$ cat config.mk
export PLATFORM = sky130hd
export DESIGN_NAME = nvmc_ctrl
export DESIGN_NICKNAME = d
export VERILOG_FILES = /design/src/shared/nvmc_pkg.sv /design/src/verilog/nvmc_ctrl.sv
export SDC_FILE = /design/constraint.sdc
export NUM_CORES = 1
export LEC_CHECK = 0
export BUFFER_PORTS_ARGS = -buffer_cell sky130_fd_sc_hd__buf_2
export CORE_UTILIZATION = 45
export DETAILED_ROUTE_END_ITERATION = 8
export PLACE_DENSITY = 0.64
export SYNTH_ARGS = -nofsm -noshare
export SYNTH_HDL_FRONTEND = slang
export SYNTH_SLANG_ARGS = --single-unit
$ cat constraint.sdc
create_clock -name ref_clk -period 2.5 [get_ports ref_clk]
set_input_delay 0.125 -clock ref_clk [delete_from_list [all_inputs] [get_ports ref_clk]]
set_output_delay 0.125 -clock ref_clk [all_outputs]
set_load 0.05 [all_outputs]
$ cat src/shared/nvmc_pkg.sv
// nvmc_pkg: shared constants and types of the nvm program/erase control
// assumes: 8-bit register port, memory array on the same clock
package nvmc_pkg;
  // ----------------------------------------
  // register offsets
  // ----------------------------------------
  localparam logic [3:0] OFS_CTRL   = 4'h0;
  localparam logic [3:0] OFS_UNLOCK = 4'h1;
  localparam logic [3:0] OFS_ADR_LO = 4'h2;
  localparam logic [3:0] OFS_ADR_HI = 4'h3;
  localparam logic [3:0] OFS_DATA   = 4'h4;
  localparam logic [3:0] OFS_TP_LO  = 4'h5;
  localparam logic [3:0] OFS_TP_HI  = 4'h6;
  localparam logic [3:0] OFS_TSTORE = 4'h7;
  localparam logic [3:0] OFS_STAT   = 4'h8;
  localparam logic [3:0] OFS_MASK   = 4'h9;
  // ----------------------------------------
  // control bit positions
  // ----------------------------------------
  localparam int B_FLASH = 7;
  localparam int B_CFG   = 6;
  localparam int B_ERASE = 4;
  localparam int B_FAULT = 3;
  localparam int B_EN    = 2;
  localparam int B_START = 1;
  localparam int B_READ  = 0;
  // ----------------------------------------
  // interrupt bits, keys, reset values
  // ----------------------------------------
  localparam int I_DONE  = 0;
  localparam int I_FAULT = 1;
  localparam int IRQ_W   = 2;
  localparam logic [7:0] KEY_FIRST  = 8'h55;
  localparam logic [7:0] KEY_SECOND = 8'hAA;
  localparam logic [7:0] BYTE_RST   = 8'h00;
  localparam int CMD_AW = 16;
  // ----------------------------------------
  // types
  // ----------------------------------------
  typedef struct packed {
    logic             wr;
    logic             rd;
    logic [3:0]       addr;
    logic [7:0]       wdata;
  } nvmc_bus_t;
  typedef struct packed {
    logic              valid;
    logic              start;
    logic              erase;
    logic              flash;
    logic              cfg;
    logic [CMD_AW-1:0] addr;
    logic [7:0]        data;
  } nvmc_cmd_t;
  typedef enum logic [3:0] {
    ST_IDLE = 4'b0001,
    ST_XFER = 4'b0010,
    ST_KICK = 4'b0100,
    ST_WAIT = 4'b1000
  } nvmc_state_t;
  typedef enum logic [1:0] {
    UL_NONE = 2'b00,
    UL_ONE  = 2'b01,
    UL_TWO  = 2'b10
  } nvmc_unlock_t;
endpackage

$ cat src/verilog/nvmc_ctrl.sv
// nvmc_ctrl: self-programming control of flash and data eeprom
// assumes: core drives the register port on ref_clk, array answers
// ee_rdata combinationally from ee_addr and pulses mem_done on ref_clk
//
// Operation
// control bit 7 set targets flash program memory, clear targets eeprom.
// control bit 6 set targets the configuration registers instead.
// control bit 5 is unimplemented and always reads zero.
// bit 4 makes the next start erase the row at the table pointer, auto-cleared.
// bit 3 flags a write cut short by reset or an improper start, cleared on success.
// bit 2 must be set for any write or erase cycle to be allowed.
// setting bit 1 starts a self-timed cycle that hardware clears at the end.
// software can only set the start bit; writing zero has no effect.
// software writes 0x55 then 0xAA to the unlock register before the start.
// the core is stalled during a flash row erase until it finishes.
// each table store puts one byte in the holding register only.
// software should mask interrupts across the unlock and start writes; the bench launch task leaves the interrupt mask as it is.
// an eeprom read puts the addressed byte in the data register after one cycle.
// completion clears the start bit and sets the done flag, cleared by software.
// start is ignored unless write enable was set by an earlier write.
// control, address and data registers ignore writes during a cycle.
// start is ignored unless the two unlock writes came right before it.
`timescale 1ns/1ps
`default_nettype none
module nvmc_ctrl #(
  parameter int EE_AW      = 10,
  parameter int HOLD_DEPTH = 64
) (
  input  wire  logic               ref_clk,
  input  wire  logic               rst,
  input  wire  nvmc_pkg::nvmc_bus_t bus,
  output logic [7:0]               rdata,
  input  wire  logic               abort_reset,
  input  wire  logic               mem_done,
  input  wire  logic [7:0]         ee_rdata,
  output logic [EE_AW-1:0]         ee_addr,
  output nvmc_pkg::nvmc_cmd_t      mem_cmd,
  output logic                     core_stall,
  output logic                     irq
);
  import nvmc_pkg::*;
  localparam int HW = $clog2(HOLD_DEPTH);
  localparam logic [HW-1:0] HOLD_LAST = HW'(HOLD_DEPTH - 1);
  function automatic logic sel(input logic [3:0] a, input logic [3:0] o);
    return a == o;
  endfunction
  // ----------------------------------------
  // state
  // ----------------------------------------
  nvmc_state_t       state;
  nvmc_unlock_t      ulk;
  logic              c_flash;
  logic              c_cfg;
  logic              c_erase;
  logic              c_fault;
  logic              c_en;
  logic              c_start;
  logic              read_pend;
  logic [7:0]        data_reg;
  logic [CMD_AW-1:0] tp;
  logic [7:0]        hold [HOLD_DEPTH];
  logic [HW-1:0]     idx;
  logic [IRQ_W-1:0]  stat;
  logic [IRQ_W-1:0]  mask;
  logic              op_erase;
  logic              op_xfer;
  logic busy;
  logic wr_ctrl;
  logic start_req;
  logic go;
  logic improper;
  logic abort_hit;
  logic done_ok;
  logic [IRQ_W-1:0] next_stat;
  assign busy      = state != ST_IDLE;
  assign wr_ctrl   = bus.wr && sel(bus.addr, OFS_CTRL);
  assign start_req = wr_ctrl && bus.wdata[B_START] && !busy;
  // enable gate
  // enable from before
  // unlock just before
  assign go        = start_req && ulk == UL_TWO && c_en && !abort_reset;
  assign improper  = start_req && !go;
  assign abort_hit = abort_reset && busy;
  assign done_ok   = state == ST_WAIT && mem_done && !abort_reset;
  // ----------------------------------------
  // unlock sequence
  // ----------------------------------------
  // key sequence
  always_ff @(posedge ref_clk) begin
    if (rst) begin
      ulk <= UL_NONE;
    end else if (bus.wr) begin
      if (sel(bus.addr, OFS_UNLOCK) && bus.wdata == KEY_FIRST) begin
        ulk <= UL_ONE;
      end else if (sel(bus.addr, OFS_UNLOCK) && bus.wdata == KEY_SECOND
                   && ulk == UL_ONE) begin
        ulk <= UL_TWO;
      end else begin
        ulk <= UL_NONE;
      end
    end
  end
  // ----------------------------------------
  // control register
  // ----------------------------------------
  always_ff @(posedge ref_clk) begin
    if (rst) begin
      c_flash <= 1'b0;
      c_cfg   <= 1'b0;
      c_erase <= 1'b0;
      c_en    <= 1'b0;
    end else if (wr_ctrl && !busy) begin
      // locked while busy
      c_flash <= bus.wdata[B_FLASH];
      c_cfg   <= bus.wdata[B_CFG];
      c_erase <= bus.wdata[B_ERASE];
      c_en    <= bus.wdata[B_EN];
    end else if (done_ok && op_erase) begin
      // erase auto clear
      c_erase <= 1'b0;
    end
  end
  // fault flag
  always_ff @(posedge ref_clk) begin
    if (rst) begin
      c_fault <= 1'b0;
    end else if (abort_hit || improper) begin
      c_fault <= 1'b1;
    end else if (done_ok) begin
      c_fault <= 1'b0;
    end else if (wr_ctrl && !busy && !bus.wdata[B_FAULT]) begin
      c_fault <= 1'b0;
    end
  end
  // start set and clear
  // only hardware clears
  always_ff @(posedge ref_clk) begin
    if (rst) begin
      c_start <= 1'b0;
    end else if (go) begin
      c_start <= 1'b1;
    end else if (done_ok || abort_hit) begin
      c_start <= 1'b0;
    end
  end
  // ----------------------------------------
  // address, data, table pointer, holding
  // ----------------------------------------
  always_ff @(posedge ref_clk) begin
    if (rst) begin
      ee_addr <= '0;
      tp      <= '0;
    end else if (bus.wr && !busy) begin
      if (sel(bus.addr, OFS_ADR_LO)) begin
        ee_addr[7:0] <= bus.wdata;
      end else if (sel(bus.addr, OFS_ADR_HI)) begin
        ee_addr[EE_AW-1:8] <= bus.wdata[EE_AW-9:0];
      end else if (sel(bus.addr, OFS_TP_LO)) begin
        tp[7:0] <= bus.wdata;
      end else if (sel(bus.addr, OFS_TP_HI)) begin
        tp[15:8] <= bus.wdata;
      end
    end
  end
  // eeprom read
  always_ff @(posedge ref_clk) begin
    if (rst) begin
      read_pend <= 1'b0;
      data_reg  <= BYTE_RST;
    end else begin
      read_pend <= wr_ctrl && !busy && bus.wdata[B_READ]
                   && !bus.wdata[B_FLASH] && !bus.wdata[B_CFG];
      if (read_pend) begin
        data_reg <= ee_rdata;
      end else if (bus.wr && sel(bus.addr, OFS_DATA) && !busy) begin
        data_reg <= bus.wdata;
      end
    end
  end
  // one byte per store
  always_ff @(posedge ref_clk) begin
    if (bus.wr && sel(bus.addr, OFS_TSTORE) && !busy) begin
      hold[tp[HW-1:0]] <= bus.wdata;
    end
  end
  // ----------------------------------------
  // cycle sequencer
  // ----------------------------------------
  always_ff @(posedge ref_clk) begin
    if (rst) begin
      state    <= ST_IDLE;
      idx      <= '0;
      op_erase <= 1'b0;
      op_xfer  <= 1'b0;
    end else if (abort_hit) begin
      state <= ST_IDLE;
    end else begin
      case (state)
        ST_IDLE: begin
          if (go) begin
            op_erase <= bus.wdata[B_ERASE] && bus.wdata[B_FLASH]
                        && !bus.wdata[B_CFG];
            op_xfer  <= !bus.wdata[B_ERASE] && bus.wdata[B_FLASH]
                        && !bus.wdata[B_CFG];
            idx      <= '0;
            state    <= (!bus.wdata[B_ERASE] && bus.wdata[B_FLASH]
                         && !bus.wdata[B_CFG]) ? ST_XFER : ST_KICK;
          end
        end
        ST_XFER: begin
          idx <= idx + 1'b1;
          if (idx == HOLD_LAST) begin
            state <= ST_KICK;
          end
        end
        ST_KICK: begin
          state <= ST_WAIT;
        end
        ST_WAIT: begin
          if (mem_done) begin
            state <= ST_IDLE;
          end
        end
        default: begin
          state <= ST_IDLE;
        end
      endcase
    end
  end
  // space select
  // config select
  always_ff @(posedge ref_clk) begin
    if (rst) begin
      mem_cmd <= '0;
    end else begin
      mem_cmd.valid <= 1'b0;
      mem_cmd.start <= 1'b0;
      mem_cmd.erase <= op_erase;
      mem_cmd.flash <= c_flash;
      mem_cmd.cfg   <= c_cfg;
      if (state == ST_XFER && !abort_reset) begin
        mem_cmd.valid <= 1'b1;
        mem_cmd.addr  <= {tp[CMD_AW-1:HW], idx};
        mem_cmd.data  <= hold[idx];
      end else if (state == ST_KICK && !abort_reset) begin
        mem_cmd.start <= 1'b1;
        mem_cmd.addr  <= c_flash ? tp : CMD_AW'(ee_addr);
        mem_cmd.data  <= data_reg;
      end
    end
  end
  // stall on row erase
  always_ff @(posedge ref_clk) begin
    if (rst) begin
      core_stall <= 1'b0;
    end else if (go && bus.wdata[B_ERASE] && bus.wdata[B_FLASH]
                 && !bus.wdata[B_CFG]) begin
      core_stall <= 1'b1;
    end else if (done_ok || abort_hit) begin
      core_stall <= 1'b0;
    end
  end
  // ----------------------------------------
  // interrupt status and mask
  // ----------------------------------------
  // done flag
  always_comb begin
    next_stat = stat;
    if (bus.wr && sel(bus.addr, OFS_STAT)) begin
      next_stat = stat & ~bus.wdata[IRQ_W-1:0];
    end
    if (done_ok) begin
      next_stat[I_DONE] = 1'b1;
    end
    if (abort_hit || improper) begin
      next_stat[I_FAULT] = 1'b1;
    end
  end
  always_ff @(posedge ref_clk) begin
    if (rst) begin
      stat <= '0;
      mask <= '0;
      irq  <= 1'b0;
    end else begin
      stat <= next_stat;
      irq  <= |(stat & mask);
      if (bus.wr && sel(bus.addr, OFS_MASK)) begin
        mask <= bus.wdata[IRQ_W-1:0];
      end
    end
  end
  // ----------------------------------------
  // read port
  // ----------------------------------------
  always_ff @(posedge ref_clk) begin
    if (rst) begin
      rdata <= BYTE_RST;
    end else if (bus.rd) begin
      if (sel(bus.addr, OFS_CTRL)) begin
        // bit five zero
        rdata <= {c_flash, c_cfg, 1'b0, c_erase, c_fault, c_en, c_start,
                  read_pend};
      end else if (sel(bus.addr, OFS_ADR_LO)) begin
        rdata <= ee_addr[7:0];
      end else if (sel(bus.addr, OFS_ADR_HI)) begin
        rdata <= 8'(ee_addr >> 8);
      end else if (sel(bus.addr, OFS_DATA)) begin
        rdata <= data_reg;
      end else if (sel(bus.addr, OFS_TP_LO)) begin
        rdata <= tp[7:0];
      end else if (sel(bus.addr, OFS_TP_HI)) begin
        rdata <= tp[15:8];
      end else if (sel(bus.addr, OFS_STAT)) begin
        rdata <= 8'(stat);
      end else if (sel(bus.addr, OFS_MASK)) begin
        rdata <= 8'(mask);
      end else begin
        rdata <= BYTE_RST;
      end
    end
  end
endmodule // nvmc_ctrl
`default_nettype wire

[Word level (Yosys, flattened, before mapping)]
Memory sizes are Yosys's and may differ from the RTL's. A register that Yosys moved wholly into a read port is not among the register bits.
Cells that the tools add are included.
Storage, ports and cells
  bits of input ports: 26
  output and inout bits: 49
  RAM bits: 512
  register bits after elaboration: 97
  memories kept: 1
  logic and storage cells: 163
Cells by class
  muxes and demuxes: 39
  eq/ne operators: 22
  bitwise operators: 7
  $add $sub $neg: 1
  reductions and logical operators: 64
Memory list
  hold: words 64, bits a word 8, read ports 1, clocked after memory_dff 1, wr ports 1, line nvmc_ctrl.sv:61  | logic [7:0] hold [HOLD_DEPTH];
Operators with widths (number)
  two-way mux 8 bit: 8
  two-way mux 24 bit: 2
  logical AND 1 bit: 35
  == test 4 x 3 -> 1 bit, second input constant: 5
  two-way mux 6 bit: 3
  two-way mux 16 bit: 1
  case mux 4 bit (4 select lines): 1
  nonzero test 2 bit: 8
  two-way mux 1 bit: 14
  == test 4 x 2 -> 1 bit, second input constant: 3
  == test 4 bit, second input constant: 3
  two-way mux 4 bit: 3
  case mux 6 bit (2 select lines): 1
  AND reduction 3 bit: 4
  two-way mux 2 bit: 5
  == test 4 x 1 -> 1 bit, second input constant: 2
  == test 8 x 7 -> 1 bit, second input constant: 1
  == test 8 bit, second input constant: 1
  zero test 1 bit: 7
  adder 6 x 1 -> 6 bit, second input constant: 1
  == test 6 bit, second input constant: 1
  != test 2 bit, second input constant: 3
  OR reduction 2 bit: 3
  AND reduction 5 bit: 1
  other kinds (12): 17

[Longest topological paths before layout]
  depth after elaboration: 11
  depth in mapped cells: 9

[Least setup slack after synthesis]
No wires, ideal clock.
  kind: flip-flop to flip-flop
  start: register state[3]
  end: memory hold[56][0], enable pin
  cell stages (with the launch flop): 7
  required time: 2.130 ns
  clock period less this slack: 2.495 ns
  setup time: 0.370 ns
  path slack: 0.005 ns
  arrival: 2.124 ns
  path buffers: 1
  cells stage by stage: dfxtp_1 buf_2 or4b_2 nor3_2 and4b_1 nand2_1 nor2_1
On the way
  word-level cells in the longest chain between the ends: 5
Ends and longest elaborated chain
  from (decl): line nvmc_ctrl.sv:50  | nvmc_state_t state;
  from (signal assigned): line nvmc_ctrl.sv:206  | state <= (!bus.wdata[B_ERASE] && bus.wdata[B_FLASH]
  != test 4 x 1 -> 1 bit: line nvmc_ctrl.sv:75  | assign busy = state != ST_IDLE;
  zero test 1 bit: line nvmc_ctrl.sv:182  | if (bus.wr && sel(bus.addr, OFS_TSTORE) && !busy) begin
  logical AND 1 bit: line nvmc_ctrl.sv:182
  two-way mux 1 bit: line nvmc_ctrl.sv:182
  two-way mux 1 bit (implied by the code): line nvmc_ctrl.sv:183  | hold[tp[HW-1:0]] <= bus.wdata;
  to (decl): line nvmc_ctrl.sv:61
Every way passes these cells.

[Worst setup path after layout]
  start: register state[2]
  end: register data_reg[5]
On the way
  word-level cells in the longest chain between the ends: 4
Ends and longest elaborated chain
  != test 4 x 1 -> 1 bit: line nvmc_ctrl.sv:75
  zero test 1 bit: line nvmc_ctrl.sv:175  | end else if (bus.wr && sel(bus.addr, OFS_DATA) && !busy) begin
  logical AND 1 bit: line nvmc_ctrl.sv:175
  nonzero test 2 bit (no line)
  to (signal assigned): line nvmc_ctrl.sv:174  | data_reg <= ee_rdata;
  to (signal assigned): line nvmc_ctrl.sv:176  | data_reg <= bus.wdata;
  to (decl): line nvmc_ctrl.sv:59  | logic [7:0] data_reg;
Every way passes these cells.
A chain may end at the register's enable or synchronous reset.

==> reports/qor.yml <==
global_routing:
  grtUsageTotal: 0.226
  antenna_found_initial: 0
  grt_overflow_total: 0
  grt_first_pass_wirelength_um: 93600
  grt_pass1_vias: 14634
  grt_max_degree: 66
timing:
  whs_ns: 0.0826
  fin_skew_ns: 0.0231
  worst_pin_slew_ns: 0.713
  report.final.slew_viol_count: 0
  fin_ws_ns: 0.0711
  maxSlewHeadroom: 0.525
  fin_setup_tns_ns: 0
  setup_viol: 0
  hold_violations: 0
  finalCritPeriodShare: 0.972
  fmax_mhz: 412
  min_period_ns: 2.43
clocking:
  cts_tree: "yes"
  clock_latency_ns: 0.64
  clock-sinks: 615
  htreeDepth: 2
  clkTransAtPathRegs_ns: 0.06
  cts_made_buffers: 60
  clockRootBuffer: "clkbuf_16"
  cts_buffer_depth: 3
route:
  wl_per_cell_um: 25.1
  drt_wl_total_um: 62300
  drt-initial-drc-count: 1498
  dr.pass1.iters: 5
  vias: 14411
  ant_nets: 0
  viasPerCell: 5.82
  route.detailed.drc: 0
floorplan:
  die_height_um: 236
  die_w_um: 236
  io_pins: 75
  dieArea_um2: 55500
  core_area_um2: 53900
  num_rows: 85
  initial_core_util: 0.455
cells_and_area:
  fin_util: 0.542
  stdcell_area_um2: 29200
  drive_gt1_frac: 0.283
  final_cells: 2477
  num-fill-cells: 4228
  final_nets: 1758
  area_growth_pct: 19.1
  largest_reg_flops: 512
worst_setup_path:
  crit_type: "reg2reg"
  critical_path.top_delay_family: "buffers and inverters"
  r2r_slack_ns: 0.07
  critPathMaxFanout: 8
  critPathCaptureType: "flop"
  cp_cell_sequence: "buf_4 -> nor4b_4 -> buf_4 -> nand4_1 -> buf_6 -> mux2_2 -> mux2i_1 -> nor2_1 -> dlygate4sd3_1"
  startpoint: "state[2]"
  crit_end: "data_reg[5]"
  r2r_end: "data_reg[5]"
  arrival_ns: 2.95
  ff2ff_path_depth: 9
  crit_slowest_cell: "dlygate4sd3_1"
  crit_cells: 9
  r2r_start: "state[2]"
  start_kind: "flop"
  critPathRequiredTime_ns: 3.02
  crit_buf_inv: 4
  critPathMaxStageDelay_ns: 0.55
  crit_top_cell: "buf_4"
yosys:
  avgSynthCellArea_um2: 16.4
  synthCells: 1500
  yosysMostFrequentCell: "edfxtp_1"
  synthTopCellsByArea: "edfxtp_1 (63%), mux4_2 (10%), dfxtp_1 (8.4%)"
  syn-num-nets: 1527
  synth_top_cell_area_share: 0.626
  yosysUniqueCellTypes: 65
  synth_edf_count: 512
  syn-cell-area_um2: 24600
  ys_ff_latch: 615
  synthFlopType: "edfxtp_1"
  synth-warning-count: 0
  synth-seq-area-share: 0.710
  ys_top_cells_by_count: "edfxtp_1 (512), nor2_1 (143), mux4_2 (114)"
  synth_area_leader_cell: "edfxtp_1"
  ys_async_sr_fraction: 0
placed_design:
  placed_area_um2: 26800
  place_inst: 2335
  globalplace.congestion: 0.886
  dp_hpwl_um: 41100
  pre_cts_slack_ns: -0.00544
  port_buffers: 74
min_path:
  hold_path_class: "in2reg"
power_and_ir_drop:
  total_power_mw: 21.2
  ir_drop_uv: 607
  p_leak_nw: 9.70
  p_per_area_nw_per_um2: 725
run:
  drv_cap: 0
status:
  run_status: "complete, no violations"
[how the worst min path moves through the flow]
stage | from | end | slack (ns) | cells past startpoint
2_1_floorplan | bus[0] | hold[0][0] | 0.22 | 0
3_3_place_gp | ee_rdata[4] | data_reg[4] | 0.36 | 3
3_5_place_dp | ee_rdata[0] | data_reg[0] | 0.38 | 3
4_1_cts | bus[11] | rdata[0] | 0.05 | 4
5_1_grt | bus[1] | hold[48][1] | 0.08 | 1
6_report | bus[11] | rdata[0] | 0.08 | 4
[area by class of cell]
type / instances / area [um^2] / share of cell area
inverter: 13 / 48.8 / 0.00167
multi-input combinational: 780 / 6650 / 0.228
clock inverter: 41 / 519 / 0.0178
antenna: 1 / 2.50 / 0.0000856
timing repair buffer: 261 / 2110 / 0.0721
sequential: 615 / 17400 / 0.597
tap: 696 / 871 / 0.0298
clock buffer: 70 / 1590 / 0.0544
[report_power, final]
group / leakage, nW / switching (mW) / internal, mW
logic: 3.24 / 0.356 / 0.125
clock network: 1.03 / 3.91 / 5.69
registers: 5.43 / 0.0186 / 11.1
[metal layers]
layer,GRT usage,vias to the layer above,part of all wire
met5,0,-,0
met4,0.0780,0,0.033
met3,0.0386,126,0.072
met2,0.362,608,0.47
met1,0.315,7323,0.42
li1,-,6354,-
[kinds of logic after synthesis]
kind of cell	synth area share
xor gates and xnor gates	0.00107
muxes	0.141
AOI/OAI and AO/OA	0.0536
DFF	0.710
adders and majority gates	0.000509
and+or+nand+nor	0.0737
buffers and inverters	0.0204
[what timing repair did]
| action | in CTS | in global routing |
|---|---|---|
| hold buffers | 28 | 0 |
| buffers inserted | 0 | 4 |
| gates cloned | 0 | 0 |
| pin swaps | 0 | 1 |
| gates resized for setup | 4 | 11 |
| endpoints found under the hold margin | 71 | 0 |
| endpoints found under the setup margin | 11 | 299 |
[cell usage in the layout (no fill, tap or decap), types with 9 or more instances in the layout]
cell type / n
mux2_2: 30
inv_1: 12
nor3_1: 17
nand2b_1: 15
clkbuf_16: 62
mux2i_1: 55
dlygate4sd3_1: 26
nand3_1: 30
o21ai_0: 31
a21oi_1: 56
a31oi_1: 11
clkinv_1: 10
mux4_2: 114
nand3b_1: 10
edfxtp_1: 512
a22oi_1: 9
dfxtp_1: 99
o22ai_1: 10
buf_2: 74
o211ai_1: 12
nor2_1: 140
o221ai_1: 12
nor2b_1: 15
buf_12: 20
clkinv_2: 14
buf_4: 136
bufinv_16: 11
nand2_1: 102
[worst register-to-register path: cells and delay by family, from the launching register on]
family	cells	cell delay, ns
and+or+nand+nor	3	0.49
buffers and inverters	4	1.09
DFF	1	0.32
muxes	2	0.42
(Power assumes the default switching activity.)
